$ cat src/seq_pkg.sv
// shared constants, encodings and carriers for the program sequencer
package seq_pkg;
  // address layout of the program counter
  localparam int PC_LOW_W     = 8;        // software-visible low byte
  localparam int PC_HIGH_W    = 5;        // counter section above the low byte
  localparam int PC_CORE_W    = PC_LOW_W + PC_HIGH_W;
  localparam int STACK_DEPTH  = 8;        // return stack levels
  localparam int STACK_IDX_W  = 3;
  localparam int STACK_CNT_W  = 4;

  // register offsets on the apb bus (byte addresses)
  localparam logic [7:0] OFS_PC_LOW  = 8'h00;
  localparam logic [7:0] OFS_CONTROL = 8'h04;
  localparam logic [7:0] OFS_STATE   = 8'h08;
  localparam logic [7:0] OFS_PC_FULL = 8'h0c;

  // control register fields
  localparam int CTL_BANK_LSB = 0;        // program_bank_select_field
  localparam int CTL_RUN_BIT  = 8;        // phases advance while set
  localparam int CTL_GIE_BIT  = 9;        // global interrupt enable
  localparam logic RUN_RST    = 1'b1;
  localparam logic GIE_RST    = 1'b0;

  // state register fields
  localparam int ST_CARRY_BIT = 8;
  localparam int ST_ZERO_BIT  = 9;
  localparam int ST_PEND_BIT  = 10;
  localparam int ST_PHASE_LSB = 12;

  // instruction word layout
  localparam int OP_MSB      = 15;
  localparam int OP_LSB      = 13;
  localparam int ALUOP_MSB   = 12;
  localparam int ALUOP_LSB   = 10;
  localparam logic [15:0] NOP_WORD = 16'h0000;

  // reset entry point
  localparam logic [PC_CORE_W-1:0] RESET_ENTRY = 13'h0000;

  typedef enum logic [1:0] {
    PH_T1 = 2'b00,
    PH_T2 = 2'b01,
    PH_T3 = 2'b10,
    PH_T4 = 2'b11
  } phase_t;

  typedef enum logic [2:0] {
    OP_MISC  = 3'b000,  // [1:0]: 0 nop, 1 subroutine_return_op, 2 interrupt_return_op
    OP_JUMP  = 3'b001,  // jump_op, 13-bit target
    OP_CALL  = 3'b010,
    OP_ALU   = 3'b011,  // acc <= acc op imm
    OP_SKZ   = 3'b100,  // skip next when zero flag set
    OP_SKNZ  = 3'b101,  // skip next when zero flag clear
    OP_PCLW  = 3'b110,  // pc_low_byte <= acc
    OP_LDI   = 3'b111   // acc <= imm
  } opcode_t;

  typedef enum logic [2:0] {
    ALU_ADD = 3'b000,
    ALU_SUB = 3'b001,
    ALU_AND = 3'b010,
    ALU_OR  = 3'b011,
    ALU_XOR = 3'b100,
    ALU_RRC = 3'b101,
    ALU_INC = 3'b110,
    ALU_DEC = 3'b111
  } alu_op_t;

  typedef struct packed {
    alu_op_t    op;
    logic [7:0] a;
    logic [7:0] b;
    logic       cin;
  } alu_req_t;

  typedef struct packed {
    logic [7:0] res;
    logic       cout;
    logic       zero;
  } alu_res_t;
endpackage : seq_pkg

$ cat src/cpu_program_sequencer.sv
// program sequencer core: phases, pc, return stack, alu, apb registers
// Behaviour
// - four phases form one instruction cycle
// - T1 advances pc and fetches; rest execute
// - next fetch overlaps current execution
// - branches cost one extra instruction cycle
// - pc increments unless flow changes
// - address is bank bits, high section, low byte
// - low pc byte writable, jump within page
// - low byte write inserts one dummy cycle
// - taken skip discards fetched instruction
// - jump, call, interrupt, reset load pc
// - stack holds eight pcs, hidden from software
// - call/interrupt push; returns pop pc
// - reset empties stack pointer to top
// - full stack holds off interrupt acknowledge
// - call on full stack loses oldest entry
// - eight-bit alu writes result to accumulator
// - alu updates carry and zero status
// - execution starts at address zero
`timescale 1ns/1ps
module cpu_program_sequencer #(
  parameter int                BANK_BITS  = 1,        // program_bank_select_field width
  parameter logic [12:0]       INT_VECTOR = 13'h0004  // interrupt entry offset in bank
) (
  input  wire logic                      pclk,
  input  wire logic                      presetn,
  input  wire logic                      psel,
  input  wire logic                      penable,
  input  wire logic                      pwrite,
  input  wire logic [7:0]                paddr,
  input  wire logic [31:0]               pwdata,
  output logic [31:0]                    prdata,
  output logic                           pready,
  output logic                           pslverr,
  output logic [BANK_BITS+12:0]          prog_addr,
  input  wire logic [15:0]               prog_data,
  output logic                           prog_rd,
  input  wire logic                      irq_pin,
  output logic                           int_ack,
  output seq_pkg::phase_t                instruction_phases
);
  import seq_pkg::*;

  localparam int PC_W = BANK_BITS + PC_CORE_W;

  // phase and fetch/execute pipeline state
  phase_t                  phase_r,   phase_nxt;    // current instruction phase
  logic [PC_W-1:0]         pc_r,      pc_nxt;       // address of next fetch
  logic [15:0]             fet_r,     fet_nxt;      // word fetched, not yet executing
  logic [15:0]             ir_r,      ir_nxt;       // word in execution
  logic                    flush_r,   flush_nxt;    // next ir becomes a dummy
  // accumulator and status
  logic [7:0]              acc_r,     acc_nxt;
  logic                    carry_r,   carry_nxt;
  logic                    zero_r,    zero_nxt;
  // return stack, circular so an overflow overwrites the oldest level
  logic [PC_W-1:0]         stack_mem [STACK_DEPTH];
  logic [STACK_IDX_W-1:0]  top_r,     top_nxt;      // index of newest level
  logic [STACK_CNT_W-1:0]  cnt_r,     cnt_nxt;      // levels in use, saturates
  logic                    push;                    // write pc into next level
  logic [PC_W-1:0]         push_val;
  // software visible control
  logic [BANK_BITS-1:0]    bank_r,    bank_nxt;     // program_bank_select_field
  logic                    run_r,     run_nxt;
  logic                    gie_r,     gie_nxt;
  logic                    pcl_req_r, pcl_req_nxt;  // software wrote pc_low_byte
  logic [7:0]              pcl_val_r, pcl_val_nxt;
  logic                    pend_r,    pend_nxt;     // recorded interrupt request
  // interrupt pin synchroniser
  logic [2:0]              irq_sync_r;
  logic                    irq_lvl_r;               // filtered level
  // bus and decode helpers
  logic                    wr_en;
  logic                    rd_en;
  logic                    addr_ok;
  logic [31:0]             rdata_nxt;
  logic                    tick_t1;
  logic                    tick_t4;
  opcode_t                 op;
  logic                    is_flow;                 // ir may change flow
  logic                    stack_full;
  logic                    ack;
  logic                    irq_rise;
  alu_req_t                alu_req;
  alu_res_t                alu_rsp;

  seq_alu u_alu (
    .req (alu_req),
    .rsp (alu_rsp)
  );

  // apb decode; every access completes without wait states
  assign pready  = 1'b1;
  assign addr_ok = (paddr == OFS_PC_LOW) || (paddr == OFS_CONTROL) ||
                   (paddr == OFS_STATE)  || (paddr == OFS_PC_FULL);
  assign pslverr = psel & penable & ~addr_ok;
  assign wr_en   = psel & penable & pwrite & addr_ok;
  assign rd_en   = psel & ~penable & ~pwrite;

  // phase ticks; the run bit freezes the phase divider
  assign tick_t1 = run_r && (phase_r == PH_T1);
  assign tick_t4 = run_r && (phase_r == PH_T4);
  assign prog_rd = tick_t1;
  assign prog_addr          = pc_r;
  assign instruction_phases = phase_r;

  // instruction decode for the word in execution
  assign op         = opcode_t'(ir_r[OP_MSB:OP_LSB]);
  assign is_flow    = (op == OP_JUMP) || (op == OP_CALL) || (op == OP_SKZ) ||
                      (op == OP_SKNZ) || (op == OP_PCLW) ||
                      ((op == OP_MISC) && (ir_r[1:0] != 2'b00));
  assign stack_full = (cnt_r == STACK_CNT_W'(STACK_DEPTH));
  // no acknowledge on a full stack; the flag waits for a return
  assign ack        = tick_t4 && pend_r && gie_r && !stack_full && !is_flow;
  assign int_ack    = ack;
  assign irq_rise   = (irq_sync_r[2] == irq_sync_r[1]) && irq_sync_r[1] && !irq_lvl_r;

  // alu operand selection
  always_comb begin
    alu_req.op  = alu_op_t'(ir_r[ALUOP_MSB:ALUOP_LSB]);
    alu_req.a   = acc_r;
    alu_req.b   = ir_r[7:0];
    alu_req.cin = carry_r;
  end

  // next-state of the sequencer
  always_comb begin
    phase_nxt   = phase_r;
    pc_nxt      = pc_r;
    fet_nxt     = fet_r;
    ir_nxt      = ir_r;
    flush_nxt   = flush_r;
    acc_nxt     = acc_r;
    carry_nxt   = carry_r;
    zero_nxt    = zero_r;
    top_nxt     = top_r;
    cnt_nxt     = cnt_r;
    push        = 1'b0;
    push_val    = pc_r - PC_W'(1);  // address of the word sitting in fet_r
    gie_nxt     = gie_r;
    pend_nxt    = pend_r;
    pcl_req_nxt = pcl_req_r;
    if (run_r) begin
      phase_nxt = phase_t'(phase_r + 2'b01);
    end
    // T1: advance pc, fetch the next word while ir executes
    if (tick_t1) begin
      ir_nxt    = flush_r ? NOP_WORD : fet_r;
      fet_nxt   = prog_data;
      pc_nxt    = pc_r + PC_W'(1);
      flush_nxt = 1'b0;
    end
    // T4: interrupt entry; the sequential word in ir still completes,
    // otherwise an alu result would be lost across the service routine
    if (ack) begin
      push      = 1'b1;
      pc_nxt    = {bank_r, INT_VECTOR};
      flush_nxt = 1'b1;
      gie_nxt   = 1'b0;
      pend_nxt  = 1'b0;
    end
    if (tick_t4) begin
      unique case (op)
        OP_JUMP: begin
          pc_nxt    = {bank_r, ir_r[PC_CORE_W-1:0]};
          flush_nxt = 1'b1;
        end
        OP_CALL: begin
          push      = 1'b1;
          pc_nxt    = {bank_r, ir_r[PC_CORE_W-1:0]};
          flush_nxt = 1'b1;
        end
        OP_ALU: begin
          acc_nxt   = alu_rsp.res;
          carry_nxt = alu_rsp.cout;
          zero_nxt  = alu_rsp.zero;
        end
        OP_SKZ: begin
          flush_nxt = zero_r;
        end
        OP_SKNZ: begin
          flush_nxt = !zero_r;
        end
        OP_PCLW: begin
          pc_nxt    = {pc_r[PC_W-1:PC_LOW_W], acc_r};
          flush_nxt = 1'b1;
        end
        OP_LDI: begin
          acc_nxt   = ir_r[7:0];
          zero_nxt  = (ir_r[7:0] == 8'h00);
        end
        OP_MISC: begin
          if (ir_r[1:0] == 2'b01 || ir_r[1:0] == 2'b10) begin
            pc_nxt    = stack_mem[top_r];
            top_nxt   = top_r - STACK_IDX_W'(1);
            flush_nxt = 1'b1;
            if (cnt_r != '0) begin
              cnt_nxt = cnt_r - STACK_CNT_W'(1);
            end
            if (ir_r[1:0] == 2'b10) begin
              gie_nxt = 1'b1;
            end
          end
        end
      endcase
      // software short jump within the page, when the word is sequential
      if (pcl_req_r && !is_flow && !ack) begin
        pc_nxt      = {pc_r[PC_W-1:PC_LOW_W], pcl_val_r};
        flush_nxt   = 1'b1;
        pcl_req_nxt = 1'b0;
      end
    end
    if (push) begin
      top_nxt = top_r + STACK_IDX_W'(1);
      if (!stack_full) begin
        cnt_nxt = cnt_r + STACK_CNT_W'(1);
      end
    end
    // a fresh request beats its own clear
    if (irq_rise) begin
      pend_nxt = 1'b1;
    end
    // bus writes land last, so software wins over entry and return
    if (wr_en && paddr == OFS_CONTROL) begin
      gie_nxt = pwdata[CTL_GIE_BIT];
    end
    // a fresh short jump request beats its own clear
    if (wr_en && paddr == OFS_PC_LOW) begin
      pcl_req_nxt = 1'b1;
    end
  end

  // register writes from the bus
  always_comb begin
    bank_nxt    = bank_r;
    run_nxt     = run_r;
    pcl_val_nxt = pcl_val_r;
    if (wr_en && paddr == OFS_CONTROL) begin
      bank_nxt = pwdata[CTL_BANK_LSB +: BANK_BITS];
      run_nxt  = pwdata[CTL_RUN_BIT];
    end
    if (wr_en && paddr == OFS_PC_LOW) begin
      pcl_val_nxt = pwdata[7:0];
    end
  end

  // read mux; stack contents and level never appear here
  always_comb begin
    rdata_nxt = 32'h0000_0000;
    if (rd_en) begin
      unique case (paddr)
        OFS_PC_LOW:  rdata_nxt[7:0] = pc_r[PC_LOW_W-1:0];
        OFS_CONTROL: begin
          rdata_nxt[CTL_BANK_LSB +: BANK_BITS] = bank_r;
          rdata_nxt[CTL_RUN_BIT] = run_r;
          rdata_nxt[CTL_GIE_BIT] = gie_r;
        end
        OFS_STATE: begin
          rdata_nxt[7:0]            = acc_r;
          rdata_nxt[ST_CARRY_BIT]   = carry_r;
          rdata_nxt[ST_ZERO_BIT]    = zero_r;
          rdata_nxt[ST_PEND_BIT]    = pend_r;
          rdata_nxt[ST_PHASE_LSB +: 2] = phase_r;
        end
        OFS_PC_FULL: rdata_nxt[PC_W-1:0] = pc_r;
        default:     rdata_nxt = 32'h0000_0000;
      endcase
    end
  end

  // state registers; reset lands on the entry point with empty stack
  always_ff @(posedge pclk or negedge presetn) begin
    if (!presetn) begin
      phase_r   <= PH_T1;
      pc_r      <= {{BANK_BITS{1'b0}}, RESET_ENTRY};
      fet_r     <= NOP_WORD;
      ir_r      <= NOP_WORD;
      flush_r   <= 1'b0;
      acc_r     <= 8'h00;
      carry_r   <= 1'b0;
      zero_r    <= 1'b0;
      top_r     <= '0;
      cnt_r     <= '0;
      bank_r    <= '0;
      run_r     <= RUN_RST;
      gie_r     <= GIE_RST;
      pcl_req_r <= 1'b0;
      pcl_val_r <= 8'h00;
      pend_r    <= 1'b0;
      prdata    <= 32'h0000_0000;
    end else begin
      phase_r   <= phase_nxt;
      pc_r      <= pc_nxt;
      fet_r     <= fet_nxt;
      ir_r      <= ir_nxt;
      flush_r   <= flush_nxt;
      acc_r     <= acc_nxt;
      carry_r   <= carry_nxt;
      zero_r    <= zero_nxt;
      top_r     <= top_nxt;
      cnt_r     <= cnt_nxt;
      bank_r    <= bank_nxt;
      run_r     <= run_nxt;
      gie_r     <= gie_nxt;
      pcl_req_r <= pcl_req_nxt;
      pcl_val_r <= pcl_val_nxt;
      pend_r    <= pend_nxt;
      prdata    <= rdata_nxt;
    end
  end

  // stack storage has no reset; a return right after reset reads level 0 before any push
  always_ff @(posedge pclk) begin
    if (push) begin
      stack_mem[top_r + STACK_IDX_W'(1)] <= push_val;
    end
  end

  // irq pin: three stages, level moves once the last two agree
  always_ff @(posedge pclk or negedge presetn) begin
    if (!presetn) begin
      irq_sync_r <= 3'b000;
      irq_lvl_r  <= 1'b0;
    end else begin
      irq_sync_r <= {irq_sync_r[1:0], irq_pin};
      if (irq_sync_r[2] == irq_sync_r[1]) begin
        irq_lvl_r <= irq_sync_r[2];
      end
    end
  end
endmodule : cpu_program_sequencer

$ cat src/seq_alu.sv
// eight-bit alu with carry and zero outputs
`timescale 1ns/1ps
module seq_alu (
  input  seq_pkg::alu_req_t req,
  output seq_pkg::alu_res_t rsp
);
  import seq_pkg::*;

  logic [8:0] wide;  // result with carry or borrow in bit 8

  // purely combinational; the sequencer registers the outcome at T4
  always_comb begin
    wide = 9'h000;
    unique case (req.op)
      ALU_ADD: wide = {1'b0, req.a} + {1'b0, req.b} + {8'h00, req.cin};
      ALU_SUB: wide = {1'b0, req.a} - {1'b0, req.b};  // bit 8 set means borrow
      ALU_AND: wide = {req.cin, req.a & req.b};
      ALU_OR:  wide = {req.cin, req.a | req.b};
      ALU_XOR: wide = {req.cin, req.a ^ req.b};
      ALU_RRC: wide = {req.a[0], req.cin, req.a[7:1]};
      ALU_INC: wide = {req.cin, req.a + 8'h01};  // carry untouched
      ALU_DEC: wide = {req.cin, req.a - 8'h01};
    endcase
    rsp.res  = wide[7:0];
    rsp.cout = wide[8];
    rsp.zero = (wide[7:0] == 8'h00);
  end
endmodule : seq_alu

$ cat config.mk
export PLATFORM = sky130hd
export DESIGN_NAME = cpu_program_sequencer
export DESIGN_NICKNAME = d
export VERILOG_FILES = /design/src/seq_pkg.sv /design/src/cpu_program_sequencer.sv /design/src/seq_alu.sv
export SDC_FILE = /design/constraint.sdc
export NUM_CORES = 1
export LEC_CHECK = 0
export BUFFER_PORTS_ARGS = -buffer_cell sky130_fd_sc_hd__clkbuf_2
export CORE_ASPECT_RATIO = 1.1
export CORE_MARGIN = 2
export CORE_UTILIZATION = 40
export DETAILED_ROUTE_END_ITERATION = 16
export GPL_TIMING_DRIVEN = 1
export HOLD_SLACK_MARGIN = 0.02
export PLACE_DENSITY = 0.58
export SYNTH_ARGS = -nofsm -noshare
export SYNTH_HDL_FRONTEND = slang
export SYNTH_SLANG_ARGS = --single-unit
$ cat constraint.sdc
create_clock -name pclk -period 3.15 [get_ports pclk]
set_input_delay 0.63 -clock pclk [delete_from_list [all_inputs] [get_ports pclk]]
set_output_delay 0.63 -clock pclk [all_outputs]
set_load 0.01 [all_outputs]
==> After elaboration in Yosys (flattened, before gate mapping) <==
Memories as Yosys holds them, arrays and structs flattened.
Cells that the tools add are included.
W data, S select, Z words.
{ "totals": {"ff_bits": 115, "mem_bits_rw": 112, "inputBits": 62, "output_inout_bits": 52, "memories": 1} }
{ "classes": {"addsub": 12, "eq_ne": 24, "muxes": 49, "n_bitwise": 17, "n_reduce_logical": 50} }
{ "mem_list": {"columns": ["name", "words", "width", "read_ports", "rd_ports_with_merged_regs", "wr", "line_no", "rtl"], "rows": [
  ["stack_mem", 8, 14, 1, 0, 1, "cpu_program_sequencer.sv:58", "logic [PC_W-1:0] stack_mem [STACK_DEPTH];"]
]} }
{ "op_table": {"columns": ["cell", "n"], "rows": [
  ["$mux W14", 6],
  ["$pmux W9 S8", 1],
  ["$pmux W14 S3", 1],
  ["$eq A3 B3 Y1 const B", 8],
  ["$logic_not A8 Y1", 3],
  ["$mux W4", 6],
  ["$mux W1", 22],
  ["$eq A8 B4 Y1 const B", 2],
  ["$mux W16", 1],
  ["$pmux W8 S2", 1],
  ["$reduce_bool A2 Y1", 8],
  ["$add A14 B1 Y14 const B", 1],
  ["$pmux W7 S2", 1],
  ["$sub A14 B1 Y14 const B", 1],
  ["$logic_and A1 B1 Y1", 13],
  ["$eq A3 B2 Y1 const B", 4],
  ["$mux W3", 4],
  ["$add A8 B8 Y9", 1],
  ["$add A9 B1 Y9", 1],
  ["$logic_or A1 B1 Y1", 9],
  ["$sub A8 B8 Y9", 1],
  ["$add A8 B1 Y8 const B", 1],
  ["$and A8 B8 Y8", 1],
  ["$eq A8 B3 Y1 const B", 1],
  ["30 further kinds", 54]
]} }

==> Depth between registers and ports, before layout <==
Gate-level depths: netlist of run 1.
{ "depth": {"depth_word": 14, "mapped_depth": 13, "ltp_nobuf": 11} }

==> Hierarchy <==
From an unflattened synthesis of run 1, not the netlist that was laid out.
{ "unflattened": {"cells_unflattened": 969, "area_unflattened_um2": 11292.1} }
{ "by_module_without_submodules": {"columns": ["mod", "n_inst", "cells_per_inst", "area_per_inst_um2", "seq_area_each_um2"], "rows": [
  ["cpu_program_sequencer", 1, 726, 9631.7, 5791.8],
  ["seq_alu", 1, 243, 1660.3, 0.0]
]} }

==> Worst setup path before layout of run 1 <==
No wires, ideal clock.
{ "synth_timing": {"path_kind": "register -> register", "from": "register ir_r[1]", "to": "memory stack_mem[1][0] (netlist bit), enable pin", "arrival_ps": 3058, "required_time_ps": 2729, "slack_ps": -329, "stages_incl_launch_ff": 9, "path_buffers": 1, "cell_sequence": "dfrtp_1 inv_1 ha_1 nor4b_2 o2111ai_2 o31ai_1 nand2_1 buf_2 nor4_1"} }
{ "synth_via": {"elab_chain_len": 10} }
{ "synth_lines": {"columns": ["item", "line_no", "rtl"], "rows": [
  ["from (decl)", "cpu_program_sequencer.sv:51", "logic [15:0] ir_r, ir_nxt;"],
  ["from (signal assigned)", "cpu_program_sequencer.sv:296", "ir_r <= ir_nxt;"],
  ["$reduce_bool A2 Y1 *", "cpu_program_sequencer.sv:112", "((op == OP_MISC) && (ir_r[1:0] != 2'b00));"],
  ["$logic_and A1 B1 Y1 *", "cpu_program_sequencer.sv:112", null],
  ["$logic_or A1 B1 Y1 *", "cpu_program_sequencer.sv:111", "(op == OP_SKNZ) || (op == OP_PCLW) ||"],
  ["$logic_not A1 Y1 *", "cpu_program_sequencer.sv:115", "assign ack = tick_t4 && pend_r && gie_r && !stack_full && !is_flow;"],
  ["$logic_and A1 B1 Y1 *", "cpu_program_sequencer.sv:115", null],
  ["$mux W1 *", "cpu_program_sequencer.sv:156", "if (ack) begin"],
  ["$mux W1", "cpu_program_sequencer.sv:164", "unique case (op)"],
  ["$mux W1 *", "cpu_program_sequencer.sv:163", "if (tick_t4) begin"],
  ["$mux W1 *", "cpu_program_sequencer.sv:315", "if (push) begin"],
  ["$mux W1 (not written as such) *", "cpu_program_sequencer.sv:316", "stack_mem[top_r + STACK_IDX_W'(1)] <= push_val;"],
  ["to (decl)", "cpu_program_sequencer.sv:58", null]
]} }
Mark *: on every way between the ends. The rest lies on a longest branch, timed or not.

==> Worst setup path after layout of run 1 <==
{ "layout_timing": {"from": "register ir_r[0]", "to": "output int_ack"} }
{ "layout_via": {"elab_chain_len": 5} }
{ "layout_lines": {"columns": ["item", "line_no", "rtl"], "rows": [
  ["$reduce_bool A2 Y1", "cpu_program_sequencer.sv:112", null],
  ["$logic_and A1 B1 Y1", "cpu_program_sequencer.sv:112", null],
  ["$logic_or A1 B1 Y1", "cpu_program_sequencer.sv:111", null],
  ["$logic_not A1 Y1", "cpu_program_sequencer.sv:115", null],
  ["$logic_and A1 B1 Y1", "cpu_program_sequencer.sv:115", null],
  ["to (decl)", "cpu_program_sequencer.sv:40", "output logic int_ack,"]
]} }
No other way between the ends.

==> metrics.txt, run 1 <==
status=finished clean; capturing element type of the critical path=output port; CP Launch Type=register; row count=64; Routed WL per cell=20.7 um; Nets=1209; CTS Sinks=209; initial DRC count=593; Clock Path Buffers=3; CP Cell Sequence=inv_1, ha_1, nor4b_4, o2111ai_2, buf_4, inv_1, clkbuf_2; total gr overflow=0; Clk Latency, worst-skew pair=520 ps; die area=29300 um^2; synth top area cells=edfxtp_1 30%, dfrtp_1 21%, mux4_2 5.6%; DRC Markers=0; Netlist Area Pre-Place=11200 um^2; Routed Antenna Nets=0; hold crit path type=in2reg; share of Yosys cell area claimed by the top area cell type=30.1%; fin. max-slew vios=0; share of cells above drive strength 1=20.8%; synth warn=0; Seq/Total Area, Yosys=51.7%; DR vias/cell=5.47; Tot GR Track Use=21.1%; leading area contributor after synthesis=edfxtp_1; Antenna diodes=0; port buffer count=72; CTS Buf Count=24; CTS tree=done; Final Worst Setup Slack=148 ps; Pre-Repair DR Iteration Count=6; Final Setup Violations=0; Post-DP HPWL=22200 um; Crit path max-delay family=buffers and inverters; Root Buffer=clkbuf_16; initial antenna violation count=0; die height=179 um; Rel. slew slack=36.3%; Tcrit/Tclk final=95.3%; filler instances=2615; Post-synth EDFFs=112; post-synthesis cell count=1009; final core occ=46.9%; CP bufs+invs=4; peak per-stage delay on the critical path=440 ps; Initial Util=40.4%; final wirelength=30800 um; count leader, synth=edfxtp_1; vias in the first global route=8290; Worst Tran Pin Value=948 ps; Worst Path Max Fanout=6; Clock transition at path regs=60 ps; Async SR Flop Fraction=46.4%; Chip Width=163 um; Max Clk Rate=333 MHz; Setup WS pre-CTS=259 ps; Core ar.=27700 um^2; Worst EP arrival=2370 ps; main flop type after synthesis=edfxtp_1; H-tree Lvls=1; Mean Syn Cell Area=11.1 um^2; GPL Wtd Cong=0.953; Max-Cap Viols=0; Area Overhead vs Synth=16.1%; Critical Path Slowest Stage Cell=dfrtp_1; Setup Skew=12.3 ps; RSZ-0062 raised after global routing=false; Yosys cell types=72; vias=8133; post-CTS setup repair buffer count=0; Critical Path RT=2520 ps; PwrDens=645 nW/um^2; largest net degree at the start of global routing=50; minimum period implied by the final worst setup slack=3000 ps; crit path kind=reg2out; Final Hold Viols=0; I/O pins=114; Synth top cells by count=112 x edfxtp_1, 109 x nand2_1, 96 x dfrtp_1, 69 x o21ai_0, 64 x nor2_1; Pleak=5.14 nW; global-route wire length before repair=47700 um; post-synthesis register bit count=209; CP dominant cell by count=inv_1; Peak supply drop=0.000489 V
-- registers in the layout, summed over array words and instances (netlist names), 3 cells and up --
name        count
prog_addr      14
ir_r           16
cnt_r           4
prdata         14
irq_sync_r      3
acc_r           8
stack_mem     112
pcl_val_r       8
fet_r          16
top_r           3
-- through the flow --
stage	total power [mW]	hold WS [ps]	cell area (um^2)	std cells	TNS, ps
final	8.38	232	13000	1486	0
after CTS	8.43	212	13000	1486	0
after global routing	8.82	205	13000	1486	0
after detailed placement	5.54	343	12200	1441	0
after global placement	5.53	341	12200	1441	0
after floorplan	4.82	331	11300	1026	-14110
-- layout by cell type (no fill, tap or decap), drive strengths merged, types with 17 or more instances in the layout --
cell,n
a21oi,54
buf,63
clkbuf,102
conb,19
dfrtp,96
edfxtp,112
ha,39
inv,48
mux2,18
mux2i,17
mux4,28
nand2,109
nand3,17
nand3b,20
nor2,64
nor3,22
o21ai,71
xnor2,23
-- final cells by class --
cell class / instances / area (um^2) / share of cell area, %
Clock buffer: 31 / 658 / 5.06
Sequential cell: 209 / 5790 / 44.6
Inverter: 47 / 176 / 1.36
Multi-Input combinational cell: 688 / 4920 / 37.8
Clock inverter: 13 / 146 / 1.13
Tap cell: 363 / 454 / 3.49
Timing Repair Buffer: 135 / 851 / 6.55
-- worst register-to-register path, cell delays in order (launching register included) --
cell     delay, ps
dfrtp_1        440
inv_1          160
fa_1           500
fa_1           420
nor2b_1        130
o21ai_0        150
a21oi_1        210
o21ai_0        140
nand3_1        120
nor2_1          40
a211o_1        300
a31o_2         210
-- cell families (layout without fill, tap and decap cells) --
kind of cell	count (synthesis)	after routing	synth area share, %
compound gates	225	225	12.8
fa+ha+maj	44	44	5.09
mux	63	63	8.97
other cells	2	19	0.0671
buf+inv	129	226	5.24
simple gates	298	298	13.0
xor+xnor	39	39	3.05
flops	209	209	51.7
-- path summary, 6_finish.rpt --
check                                      to          start  depth (start not counted)  slack [ps]
worst max-delay path                  int_ack        ir_r[0]                          7         150
worst min-delay path            irq_sync_r[0]        irq_pin                          1         230
worst max register to register         zero_r        ir_r[0]                         11         230
worst min register to register  irq_sync_r[1]  irq_sync_r[0]                          0         350
max in group asynchronous           prdata[2]        presetn                          3        1790
min in group asynchronous           fet_r[11]        presetn                          2         490
-- where the power goes --
part	total, mW	internal [mW]	switching (mW)	leakage, nW
combinational	2.15	0.766	1.38	2.50
clock	2.85	1.72	1.12	0.401
sequential	3.39	3.22	0.172	2.24
total	8.38	5.71	2.68	5.14
-- per-layer routing --
metal	global-route usage [%]	up-vias	wire length, um
li1	-	3852	-
met1	25.8	4023	12300
met2	37.8	204	15900
met5	0	-	0
met4	7.23	0	1040
met3	3.07	54	1510
-- what timing repair did --
action,4_1_cts,5_1_grt
hold endpoints to repair,10,0
hold buffers,1,0
setup endpoints to repair,0,2
gates resized for setup,0,1
(Power assumes the default switching activity.)
==> inputs of run 2 (changes only) <==
--- a/config.mk
+++ b/config.mk
@@ -6,13 +6,15 @@
 export NUM_CORES = 1
 export LEC_CHECK = 0
 export BUFFER_PORTS_ARGS = -buffer_cell sky130_fd_sc_hd__clkbuf_2
+export CELL_PAD_IN_SITES_DETAIL_PLACEMENT = 0
+export CELL_PAD_IN_SITES_GLOBAL_PLACEMENT = 2
 export CORE_ASPECT_RATIO = 1.1
 export CORE_MARGIN = 2
-export CORE_UTILIZATION = 40
+export CORE_UTILIZATION = 36
 export DETAILED_ROUTE_END_ITERATION = 16
 export GPL_TIMING_DRIVEN = 1
 export HOLD_SLACK_MARGIN = 0.02
-export PLACE_DENSITY = 0.58
+export PLACE_DENSITY = 0.75
 export SYNTH_ARGS = -nofsm -noshare
 export SYNTH_HDL_FRONTEND = slang
 export SYNTH_SLANG_ARGS = --single-unit
==> run 2 against run 1 <==
Sequential power barely moved; clock-buffer cell count fell by 3; utilization fell by 3.9 points; clock skew fell by 1.0 ps; sequential share of layout area fell by 0.45 points; clock power barely moved; combinational power rose by 3%; non-clock buffer count rose by 6; critical path depth rose by 2; worst setup slack improved by 24 ps; global-route usage fell by 0.85 points; first-iteration DRC count rose by 3.4%; critical endpoint unchanged; largest cell class unchanged.
==> metrics.txt, run 2 (synthesized netlist as in run 1, its figures left out) <==
status=finished clean (unchanged); final wirelength=32600 um (was 30800 um); Register-to-Register Path Depth=11 (unchanged); die height=189 um (was 179 um); DRC Markers=0 (unchanged); Final Hold Viols=0 (unchanged); max reg flops=112 (unchanged); Setup crit end=int_ack (unchanged); Root Buffer=clkbuf_16 (unchanged); RSZ-0062 raised after global routing=false (unchanged); post-CTS setup repair buffer count=0 (unchanged); Top Registers=stack_mem (112), fet_r (16), ir_r (16) (unchanged); Pleak=5.16 nW (was 5.14 nW); Critical Path RT=2520 ps (about the same); Tot GR Track Use=20.2% (was 21.1%); Core ar.=30500 um^2 (was 27700 um^2); Worst EP arrival=2350 ps (was 2370 ps); Routed Antenna Nets=0 (unchanged); Area Overhead vs Synth=17.3% (was 16.1%); filler instances=2980 (was 2615); Max-Cap Viols=0 (unchanged); fin. max-slew vios=0 (unchanged); share of cells above drive strength 1=21.1% (was 20.8%); initial antenna violation count=0 (unchanged); vias=8144 (was 8133); final core occ=43.0% (was 46.9%); Antenna diodes=0 (unchanged); total gr overflow=0 (unchanged); Setup Skew=11.2 ps (was 12.3 ps); die area=32500 um^2 (was 29300 um^2); Max Clk Rate=336 MHz (was 333 MHz); global-route wire length before repair=49400 um (was 47700 um); crit path kind=reg2out (unchanged); Initial Util=36.7% (was 40.4%); row count=67 (was 64); crit path launch=ir_r[0] (unchanged); Fin Setup TNS=0 ps (unchanged); GPL Wtd Cong=0.866 (was 0.953); Clk Latency, worst-skew pair=520 ps (about the same); CTS Sinks=209 (unchanged); Chip Width=172 um (was 163 um); Tcrit/Tclk final=94.5% (was 95.3%); Nets=1215 (was 1209); Critical R2R Capture=zero_r (unchanged); initial DRC count=613 (was 593); H-tree Lvls=1 (unchanged); DR vias/cell=5.28 (was 5.47); Clock transition at path regs=60 ps (about the same); r2r setup slk=290 ps (was 230 ps); PwrDens=646 nW/um^2 (was 645 nW/um^2); CTS tree=done (unchanged); commonest non-fill, non-tap cell in the layout=edfxtp_1 (unchanged); port buffer count=72 (unchanged); capturing element type of the critical path=output port (unchanged); Clock Path Buffers=3 (unchanged); Rel. slew slack=35.5% (was 36.3%); hold crit path type=in2reg (unchanged); Routed WL per cell=21.1 um (was 20.7 um); Final Setup Violations=0 (unchanged); Peak supply drop=0.000560 V (was 0.000489 V); minimum period implied by the final worst setup slack=2980 ps (was 3000 ps); Worst Tran Pin Value=960 ps (was 948 ps); Pre-Repair DR Iteration Count=5 (was 6); CTS Buf Count=24 (unchanged); Biggest register=stack_mem (unchanged); most frequent cells in the layout=112 x edfxtp_1, 109 x nand2_1, 95 x dfrtp_1 (unchanged); largest net degree at the start of global routing=78 (was 50); reg2reg start=ir_r[10] (was ir_r[0]); Worst Path Max Fanout=5 (was 6); CP Launch Type=register (unchanged); Post-DP HPWL=23700 um (was 22200 um); vias in the first global route=8227 (was 8290); I/O pins=114 (unchanged)
## run 2: cell count changes in the layout (fill, tap and decap cells not counted), sizes merged
cell / delta
clkinvlp: +2
bufinv: +1
clkinv: +1
clkbuf: -3
buf: +6
inv: -1
## run 2: per-layer routing
metal	GRT usage, %	up-vias	routed length (um)
li1	-	3871	-
met1	24.9	4056	13400
met2	36.8	170	17200
met3	2.86	47	1240
met4	5.69	0	822
met5	0	-	0
## run 2: worst min path at each step
stage | endpoint | cells past startpoint | from | slack (ps)
after floorplan | acc_r[0] | 0 | presetn | 330
after global placement | irq_sync_r[1] | 0 | irq_sync_r[0] | 330
after detailed placement | irq_sync_r[1] | 0 | irq_sync_r[0] | 330
after CTS | irq_sync_r[0] | 1 | irq_pin | 210
after global routing | irq_sync_r[0] | 1 | irq_pin | 210
final | irq_sync_r[0] | 1 | irq_pin | 220
## run 2: per-stage QoR
| stage | hold WS (ps) | setup WS [ps] | cell area, um^2 | cells | total power, mW |
|---|---|---|---|---|---|
| 2_1_floorplan | 331 | -329 | 11300 | 1026 | 4.82 |
| 3_3_place_gp | 335 | 292 | 12300 | 1498 | 5.60 |
| 3_5_place_dp | 335 | 303 | 12300 | 1498 | 5.61 |
| 4_1_cts | 207 | 103 | 13100 | 1543 | 8.51 |
| 5_1_grt | 207 | 28.0 | 13100 | 1543 | 8.91 |
| 6_report | 223 | 172 | 13100 | 1543 | 8.48 |
## run 2: layout make-up
type / instances / area (um^2) / share of cell area [%]
sequential: 209 / 5790 / 44.1
multi-input combinational: 688 / 4920 / 37.5
timing repair buffer: 141 / 908 / 6.92
clock buffer: 28 / 637 / 4.85
tap: 414 / 518 / 3.95
clock inverter: 16 / 179 / 1.36
inverter: 47 / 176 / 1.34
## run 2: where the power goes
part / leakage, nW / internal [mW] / switching (mW)
clock: 0.396 / 1.77 / 1.11
combinational: 2.53 / 0.773 / 1.45
sequential: 2.24 / 3.22 / 0.163
total: 5.16 / 5.76 / 2.72
## run 2: critical path, stage by stage (launching register included)
cell and delay (ps):
dfrtp_1 380, inv_1 100, buf_4 150, ha_1 170, nor4b_4 250, o2111ai_2 180
buf_4 220, inv_1 80, buf_4 140, clkbuf_2 150
## run 2: what timing repair did
action | 4_1_cts | 5_1_grt
endpoints found under the setup margin | 0 | 1
hold buffers | 1 | 0
endpoints found under the hold margin | 20 | 0
resized for setup | 0 | 1
